<file path="config.mk">
export PLATFORM = sky130hd
export DESIGN_NAME = ifm_input_mapper
export DESIGN_NICKNAME = d
export VERILOG_FILES = /design/src/hdl/ifm_pkg.sv /design/src/hdl/ifm_contact_if.sv /design/src/hdl/ifm_contact_sync.sv /design/src/hdl/ifm_input_mapper.sv
export VERILOG_INCLUDE_DIRS = /design/src /design/src/hdl
export SDC_FILE = /design/constraint.sdc
export NUM_CORES = 1
export LEC_CHECK = 0
export ABC_AREA = 1
export BUFFER_PORTS_ARGS = -buffer_cell sky130_fd_sc_hd__buf_2
export CORE_MARGIN = 4
export CORE_UTILIZATION = 48
export CTS_BUF_LIST = sky130_fd_sc_hd__clkbuf_16
export CTS_CLUSTER_DIAMETER = 30
export DETAILED_ROUTE_END_ITERATION = 7
export PLACE_DENSITY = 0.89
export SYNTH_ARGS = -nofsm -noshare
export SYNTH_HDL_FRONTEND = slang
export SYNTH_HIERARCHICAL = 1
export SYNTH_SLANG_ARGS = --single-unit
</file>
<file path="constraint.sdc">
create_clock -name clock -period 0.9 [get_ports clock]
set_clock_uncertainty 0.2 [all_clocks]
set_input_delay 0.045 -clock clock [delete_from_list [all_inputs] [get_ports clock]]
set_output_delay 0.045 -clock clock [all_outputs]
set_load 0.05 [all_outputs]
</file>
<file path="src/hdl/ifm_defs.svh">
// Contract
// - method setting never rewrites stored default allocation
// - settings 0-2: contacts proportional, forward/reverse limits
// - setting 3: direction, speed select A, B
// - settings 4-6: same direction and speed mapping
// - settings 7-9: proportional contact becomes method switch
// - setting A: proportional contact becomes zero clamp
// - setting B: proportional contact becomes pulse inhibit
// - default allocation readable via two allocation words
`ifndef IFM_DEFS_SVH
`define IFM_DEFS_SVH

// ==========================================================
// contact positions in the contact vector
`define IFM_PIN_COUNT        7
`define IFM_PIN_SERVO_ON     0
`define IFM_PIN_PROP         1
`define IFM_PIN_FWD_OT       2
`define IFM_PIN_REV_OT       3
`define IFM_PIN_ALARM_RESET_IN      4
`define IFM_PIN_FWD_TL       5
`define IFM_PIN_REV_TL       6

// ==========================================================
// contact polarity and idle level (overtravel contacts are active high)
`define IFM_ACTIVE_HIGH_MASK 7'h0c
`define IFM_IDLE_LEVEL       7'h73

// ==========================================================
// control method setting codes
`define IFM_SET_SPEED        4'h0
`define IFM_SET_POSITION     4'h1
`define IFM_SET_TORQUE       4'h2
`define IFM_SET_INT_SPEED    4'h3
`define IFM_SET_INT_SPD_SPD  4'h4
`define IFM_SET_INT_SPD_POS  4'h5
`define IFM_SET_INT_SPD_TRQ  4'h6
`define IFM_SET_POS_SPD      4'h7
`define IFM_SET_POS_TRQ      4'h8
`define IFM_SET_TRQ_SPD      4'h9
`define IFM_SET_ZERO_CLAMP   4'ha
`define IFM_SET_INHIBIT      4'hb

// ==========================================================
// stored factory allocation words
`define IFM_ALLOC_FIRST_RST  16'h2100
`define IFM_ALLOC_SECOND_RST 16'h6543

`endif

</file>
<file path="src/hdl/ifm_pkg.sv">
package ifm_pkg;

  // ==========================================================
  // meaning given to the three variable contacts
  typedef enum logic [2:0] {
    IFM_MAP_TORQUE_LIMIT,
    IFM_MAP_INTERNAL_SPEED,
    IFM_MAP_METHOD_SWITCH,
    IFM_MAP_ZERO_CLAMP,
    IFM_MAP_PULSE_INHIBIT
  } ifm_map_type;

endpackage : ifm_pkg

</file>
<file path="src/hdl/ifm_contact_if.sv">
`timescale 1ns/10ps

// ==========================================================
// raw contact levels in, filtered levels out
interface ifm_contact_if #(
  parameter int WIDTH = 7
);
  logic [WIDTH-1:0] raw;
  logic [WIDTH-1:0] level;

  modport filter (input raw, output level);
  modport user   (output raw, input level);
endinterface : ifm_contact_if

</file>
<file path="src/hdl/ifm_contact_sync.sv">
`timescale 1ns/10ps

// ==========================================================
// three-stage synchroniser, a bit changes once stages two and three agree
module ifm_contact_sync #(
  parameter int               WIDTH = 7,
  parameter logic [WIDTH-1:0] IDLE  = '0
) (
  input  wire logic   clock,
  input  wire logic   rst_n,
  ifm_contact_if.filter bus
);
  logic [WIDTH-1:0] stage1;
  logic [WIDTH-1:0] stage2;
  logic [WIDTH-1:0] stage3;
  logic [WIDTH-1:0] level;
  logic [WIDTH-1:0] next_level;

  // accept only bits whose last two samples match, rejecting one-sample glitches
  always_comb begin
    next_level = (stage2 & ~(stage2 ^ stage3)) | (level & (stage2 ^ stage3));
  end

  // stage1 feeds stage2 only
  always_ff @(posedge clock) begin
    if (!rst_n) begin
      stage1 <= IDLE;
      stage2 <= IDLE;
      stage3 <= IDLE;
      level  <= IDLE;
    end else begin
      stage1 <= bus.raw;
      stage2 <= stage1;
      stage3 <= stage2;
      level  <= next_level;
    end
  end

  assign bus.level = level;

endmodule // ifm_contact_sync

</file>
<file path="src/hdl/ifm_input_mapper.sv">
`timescale 1ns/10ps
`include "ifm_defs.svh"

module ifm_input_mapper #(
  parameter logic [15:0] ALLOC_FIRST  = `IFM_ALLOC_FIRST_RST,
  parameter logic [15:0] ALLOC_SECOND = `IFM_ALLOC_SECOND_RST
) (
  input  wire logic        clock,
  input  wire logic        rst_n,
  input  wire logic [6:0]  contact_pin,
  input  wire logic [3:0]  control_method_setting,
  output logic             servo_on,
  output logic             forward_overtravel_in,
  output logic             reverse_overtravel_in,
  output logic             alarm_reset_in,
  output logic             proportional_operation_in,
  output logic             forward_torque_limit_in,
  output logic             reverse_torque_limit_in,
  output logic             rotation_direction_select,
  output logic             speed_select_a,
  output logic             speed_select_b,
  output logic             control_method_switch,
  output logic             zero_clamp_in,
  output logic             pulse_inhibit_in,
  output logic [15:0]      input_alloc_param_first,
  output logic [15:0]      input_alloc_param_second
);

  // ==========================================================
  // contact synchronisation
  logic [6:0]               active;
  ifm_pkg::ifm_map_type     map;
  ifm_contact_if #(.WIDTH(`IFM_PIN_COUNT)) contacts ();

  assign contacts.raw = contact_pin;

  ifm_contact_sync #(
    .WIDTH (`IFM_PIN_COUNT),
    .IDLE  (`IFM_IDLE_LEVEL)
  ) u_sync (
    .clock (clock),
    .rst_n (rst_n),
    .bus   (contacts)
  );

  // fold polarity so a set bit means the function is asserted
  assign active = ~(contacts.level ^ `IFM_ACTIVE_HIGH_MASK);

  // ==========================================================
  // mode decode
  // setting groups
  always_comb begin
    case (control_method_setting)
      `IFM_SET_SPEED, `IFM_SET_POSITION, `IFM_SET_TORQUE: begin
        map = ifm_pkg::IFM_MAP_TORQUE_LIMIT;
      end
      `IFM_SET_INT_SPEED, `IFM_SET_INT_SPD_SPD, `IFM_SET_INT_SPD_POS, `IFM_SET_INT_SPD_TRQ: begin
        map = ifm_pkg::IFM_MAP_INTERNAL_SPEED;
      end
      `IFM_SET_POS_SPD, `IFM_SET_POS_TRQ, `IFM_SET_TRQ_SPD: begin
        map = ifm_pkg::IFM_MAP_METHOD_SWITCH;
      end
      `IFM_SET_ZERO_CLAMP: begin
        map = ifm_pkg::IFM_MAP_ZERO_CLAMP;
      end
      `IFM_SET_INHIBIT: begin
        map = ifm_pkg::IFM_MAP_PULSE_INHIBIT;
      end
      // undefined codes fall back to the plain torque-limit meaning
      default: begin
        map = ifm_pkg::IFM_MAP_TORQUE_LIMIT;
      end
    endcase
  end

  // ==========================================================
  // function outputs
  logic next_servo_on;
  logic next_fwd_ot;
  logic next_rev_ot;
  logic next_alarm_reset_in;
  logic next_prop;
  logic next_fwd_tl;
  logic next_rev_tl;
  logic next_dir;
  logic next_speed_select_a;
  logic next_speed_select_b;
  logic next_switch;
  logic next_zero_clamp_in;
  logic next_inhibit;

  // functions not served by the current setting stay deasserted
  always_comb begin
    next_servo_on = active[`IFM_PIN_SERVO_ON];
    next_fwd_ot   = active[`IFM_PIN_FWD_OT];
    next_rev_ot   = active[`IFM_PIN_REV_OT];
    next_alarm_reset_in  = active[`IFM_PIN_ALARM_RESET_IN];
    next_prop     = 1'b0;
    next_fwd_tl   = 1'b0;
    next_rev_tl   = 1'b0;
    next_dir      = 1'b0;
    next_speed_select_a    = 1'b0;
    next_speed_select_b    = 1'b0;
    next_switch   = 1'b0;
    next_zero_clamp_in   = 1'b0;
    next_inhibit  = 1'b0;
    case (map)
      ifm_pkg::IFM_MAP_TORQUE_LIMIT: begin
        next_prop   = active[`IFM_PIN_PROP];
        next_fwd_tl = active[`IFM_PIN_FWD_TL];
        next_rev_tl = active[`IFM_PIN_REV_TL];
      end
      ifm_pkg::IFM_MAP_INTERNAL_SPEED: begin
        next_dir   = active[`IFM_PIN_PROP];
        next_speed_select_a = active[`IFM_PIN_FWD_TL];
        next_speed_select_b = active[`IFM_PIN_REV_TL];
      end
      ifm_pkg::IFM_MAP_METHOD_SWITCH: begin
        next_switch = active[`IFM_PIN_PROP];
        next_fwd_tl = active[`IFM_PIN_FWD_TL];
        next_rev_tl = active[`IFM_PIN_REV_TL];
      end
      ifm_pkg::IFM_MAP_ZERO_CLAMP: begin
        next_zero_clamp_in = active[`IFM_PIN_PROP];
        next_fwd_tl = active[`IFM_PIN_FWD_TL];
        next_rev_tl = active[`IFM_PIN_REV_TL];
      end
      ifm_pkg::IFM_MAP_PULSE_INHIBIT: begin
        next_inhibit = active[`IFM_PIN_PROP];
        next_fwd_tl  = active[`IFM_PIN_FWD_TL];
        next_rev_tl  = active[`IFM_PIN_REV_TL];
      end
      default: begin
        next_prop = 1'b0;
      end
    endcase
  end

  // outputs come from flops so a setting change never glitches them
  always_ff @(posedge clock) begin
    if (!rst_n) begin
      servo_on                  <= 1'b0;
      forward_overtravel_in     <= 1'b0;
      reverse_overtravel_in     <= 1'b0;
      alarm_reset_in            <= 1'b0;
      proportional_operation_in <= 1'b0;
      forward_torque_limit_in   <= 1'b0;
      reverse_torque_limit_in   <= 1'b0;
      rotation_direction_select <= 1'b0;
      speed_select_a            <= 1'b0;
      speed_select_b            <= 1'b0;
      control_method_switch     <= 1'b0;
      zero_clamp_in             <= 1'b0;
      pulse_inhibit_in          <= 1'b0;
    end else begin
      servo_on                  <= next_servo_on;
      forward_overtravel_in     <= next_fwd_ot;
      reverse_overtravel_in     <= next_rev_ot;
      alarm_reset_in            <= next_alarm_reset_in;
      proportional_operation_in <= next_prop;
      forward_torque_limit_in   <= next_fwd_tl;
      reverse_torque_limit_in   <= next_rev_tl;
      rotation_direction_select <= next_dir;
      speed_select_a            <= next_speed_select_a;
      speed_select_b            <= next_speed_select_b;
      control_method_switch     <= next_switch;
      zero_clamp_in             <= next_zero_clamp_in;
      pulse_inhibit_in          <= next_inhibit;
    end
  end

  // ==========================================================
  // stored allocation words
  logic [15:0] next_alloc_first;
  logic [15:0] next_alloc_second;

  always_comb begin
    next_alloc_first  = ALLOC_FIRST;   // setting has no path into these
    next_alloc_second = ALLOC_SECOND;
  end

  always_ff @(posedge clock) begin
    if (!rst_n) begin
      input_alloc_param_first  <= `IFM_ALLOC_FIRST_RST;
      input_alloc_param_second <= `IFM_ALLOC_SECOND_RST;
    end else begin
      input_alloc_param_first  <= next_alloc_first;
      input_alloc_param_second <= next_alloc_second;
    end
  end

  logic [3:0] set_q;
  logic [6:0] act_q;
  always_ff @(posedge clock) begin
    set_q <= control_method_setting;
    act_q <= active;
  end
endmodule // ifm_input_mapper

</file>
# == Yosys cells after proc, flatten, opt, wreduce, memory -nomap -nowiden ==
# Memories as Yosys holds them, arrays and structs flattened.
# Cells that the tools add are included.
# word_totals
reg_bits,41
in_bits,13
mem_bits_rw,0
latch_bits,0
elab_cells,37
romBits,48
n_memories,1
out_inout_bits,45
# memory_table
name,words,word_bits,rd,rd_clocked_by_memory_dff,wr,line,rtl
(name not given),16,3,1,0,0,ifm_input_mapper.sv:53,case (control_method_setting)
# op_classes
order_cmp,0
muxes,0
bitwise,7
shifts,0
div,0
eq_ne,4
reduce_logical,8
mul,0
add_sub_neg,0
# op_table
op,n
$and A7 B7 Y7,2
$not A7 Y7,2
$reduce_and A2 Y1,6
$or A7 B7 Y7,1
$xor A7 B7 Y7,1
$eq A3 B2 Y1 const B,2
$reduce_or A4 Y1,1
$eq A3 B1 Y1 const B,1
$eq A3 B3 Y1 const B,1
$logic_not A3 Y1,1
$not A2 Y2,1

# == Depth between registers and ports, before layout ==
# depth
word_depth,4
mapped_depth,6
ltp_nobuf,6

# == Cells and area by module ==
# The synthesis kept the hierarchy.
# modules_own_cells
module,instances,cells_per_inst,seq_area_each_um2,area_each_um2
ifm_contact_sync,1,113,560.5,900.9
ifm_input_mapper,1,84,260.2,676.9

# == Least setup slack after synthesis ==
# Ideal clock, no wire load.
# synth_timing
kind,reg-to-reg
startpoint,register (tool-made name)
endpoint,register (tool-made name)
stages_incl_launch_ff,5
slack_ns,0.067
path_buffers,0
synth_period_minus_slack_ns,0.833
required_time_ns,0.591
setup_time_ns,0.109
t_arrival_ns,0.525
cell_sequence,dfxtp_1 > nor2_1 > nand2_1 > nand2_1 > inv_1

# == Worst setup path in the final report ==
# layout_timing
startpoint,register pulse_inhibit_in
endpoint,output port pulse_inhibit_in
# layout_rtl
element,line,rtl
start: declaration,ifm_input_mapper.sv:24,"output logic pulse_inhibit_in,"
start signal: assignment,ifm_input_mapper.sv:168,pulse_inhibit_in <= next_inhibit;
# No word-level cell between the ends.

==> run metrics <==
status complete, but fails checks; violated checks negative hold slack, negative setup slack; worst vdd ir 0.000972 V; M3 GR Usage 4.62%; grt total ovfl 0; initial antenna violation count 0; fillers 250; DRT antenna net count 0; first-pass GRT wire length 4620 µm; final net count 246; Die ar. 4270 µm²; DRC Markers 0; P_int 3230 µW; Final Setup Violations 15; Max Fanout on Critical Path 1; Syn Inst Count 197; switch share 24.7%; LEAKAGE 0.00110 µW; setup tns final -1.30 ns; placer's final routability congestion estimate 0.749; syn avg cell area 8.01 µm²; Crit path largest cell delay 0.34 ns; CTS Root Buffer Type clkbuf_16; Hold WC Path Type primary input to flop; Slowest cell on crit path dfxtp_2; Comb power frac 11.5%; hold buffer count at cts 7; iteration-0 DRC count of the detailed router 116; Setup Crit Path Kind flop to output pin; DR vias 1158; share of cells above drive strength 1 28.2%; Max Fclk 997 MHz; CTS Buf Count 5; largest net degree at the start of global routing 24; clk sinks 41; CTS tree done; Reg power frac 43.6%; RSZ-0062 raised after global routing yes; CP top delay family flip-flops; Inst Count DP 263; Netlist cell types 17; Detailed Routing Iterations Pass 1 4; post-synthesis sequential area ratio 52.0%; All-Layer GR Usage 14.4%; met1 Resource Use GR 14.0%; vias in the first global route 1077; crit-path cells buf_8; Post-Route WL 2780 µm; Mapped Area 1580 µm²; Period minus WS final 1.00 ns; CP Capture Type output pin; data arrival time of the critical path 0.76 ns; power density cells 2090 nW/µm²; # port buffers 25; Clock Latency Late Sink 0.28 ns; # diodes 0; Clock Power Share 44.9%; Die Y-Extent 65.3 µm; post-route insts no fill 278; Final Hold Viols 22; dpl hpwl 1630 µm; CP bufs+invs 1; # H-tree levels 2; Placement Rows 20; Core ar. 3100 µm²; placement-stage cell area 1640 µm²; Net Switching 1060 µW; area grow syn2layout 29.8%; Synth Warn # 6; data required time of the worst path 0.65 ns; crit share post-route 111%; vias per cell 4.17; Design Area, Final 2050 µm²; Max Cap Viol 0; CTS clk-pin slew, worst paths 0.05 ns; Clock Tree Buf Depth 2; Initial Util 50.8%; Worst setup SP type flop; WHS -0.0811 ns; global routing usage on met2 26.0%; Top Usage Layer GRT met2; chip width 65.3 µm; Slew Viols, Final 0; final setup margin -0.103 ns; number of synthesized register bits 41; drt wl/cell 10.0 µm; Ports 58; post-CTS setup buffers 0
## cell type report
type	instances	area [µm²]	share of cell area, %
Clock buffer	5	125	6.11
Tap cell	44	55.1	2.69
Inverter	36	135	6.60
Clock inverter	3	37.5	1.83
Multi-Input combinational cell	115	490	23.9
Timing Repair Buffer	34	354	17.3
Sequential cell	41	851	41.5
## repair_timing
action                     4_1_cts  5_1_grt
setup endpoints to repair       14       20
pin swaps                        1        7
hold endpoints to repair        31       19
resized for setup               49       20
## Yosys cell counts (all sizes together)
cell type / instances / share of area [%]
a21oi: 2 / 0.63
nand3b: 1 / 0.48
inv: 36 / 8.6
nor3: 2 / 0.63
conb: 2 / 0.48
dfxtp: 41 / 52
nor2: 25 / 6.1
o21ai: 2 / 0.63
nand3: 8 / 2.9
buf: 35 / 17
nand4: 2 / 0.79
nand2: 41 / 9.9
## cells in the final DEF (no fill, tap or decap), types with 2 or more instances in the layout
cell / synthesis / routed
nor3_1: 2 / 2
nand3_1: 7 / 6
dfxtp_4: 0 / 2
clkbuf_16: 0 / 5
nand4_1: 2 / 2
nand2_1: 40 / 37
inv_2: 1 / 4
buf_2: 0 / 12
nor2_1: 24 / 22
conb_1: 2 / 32
inv_1: 35 / 33
dfxtp_1: 41 / 21
dfxtp_2: 0 / 18
nand2_2: 1 / 4
dlygate4sd3_1: 0 / 7
nor2_2: 1 / 2
buf_12: 0 / 2
a21oi_1: 2 / 2
buf_8: 0 / 10
buf_6: 1 / 3
nand3_2: 1 / 2
## layer usage
metal | vias to the layer above | wire [µm]
met1 | 486 | 958
met5 | - | 0
met3 | 11 | 340
met2 | 78 | 1400
met4 | 0 | 85
li1 | 583 | -
## stage by stage
stage,power [µW],utilization [%],setup slack [ns]
CTS,4310,64.8,-0.101
finish,4290,66.0,-0.103
global placement,2360,53.0,-0.0110
detailed placement,2360,53.0,-0.0273
floorplan,2410,-,0.0667
global route,4450,66.0,-0.132
## power groups by stage
stage,Sequential (µW),Combinational (µW),Clock [µW]
2_1_floorplan,1910,497,0
3_3_place_gp,1910,449,0
3_5_place_dp,1910,454,0
4_1_cts,1870,480,1960
5_1_grt,1870,525,2050
6_report,1870,495,1920
## worst paths after layout
path / startpoint / to / slack, ns / cells after the start
worst max-delay path: pulse_inhibit_in$_SDFF_PN0_ / pulse_inhibit_in / -0.10 / 1
worst min-delay path: control_method_setting[0] / pulse_inhibit_in$_SDFF_PN0_ / -0.08 / 3
worst max register to register: flop / proportional_operation_in$_SDFF_PN0_ / -0.04 / 2
worst min register to register: u_sync/stage1[5]$_SDFF_PN1_ / u_sync/stage2[5]$_SDFF_PN1_ / 0.20 / 2
## cell families after synthesis
family / share of synthesized area, %
AND/OR/NAND/NOR: 20.8
buffers and inverters: 25.5
flip-flops: 52.0
AO/OA/AOI/OAI: 1.27
other: 0.476
## worst reg2reg max path, stage by stage (launching register included)
cell	delay, ns
dfxtp_4	0.35
nand3b_1	0.19
nor2_1	0.12
Note: power is estimated with default switching activity, not from simulation.
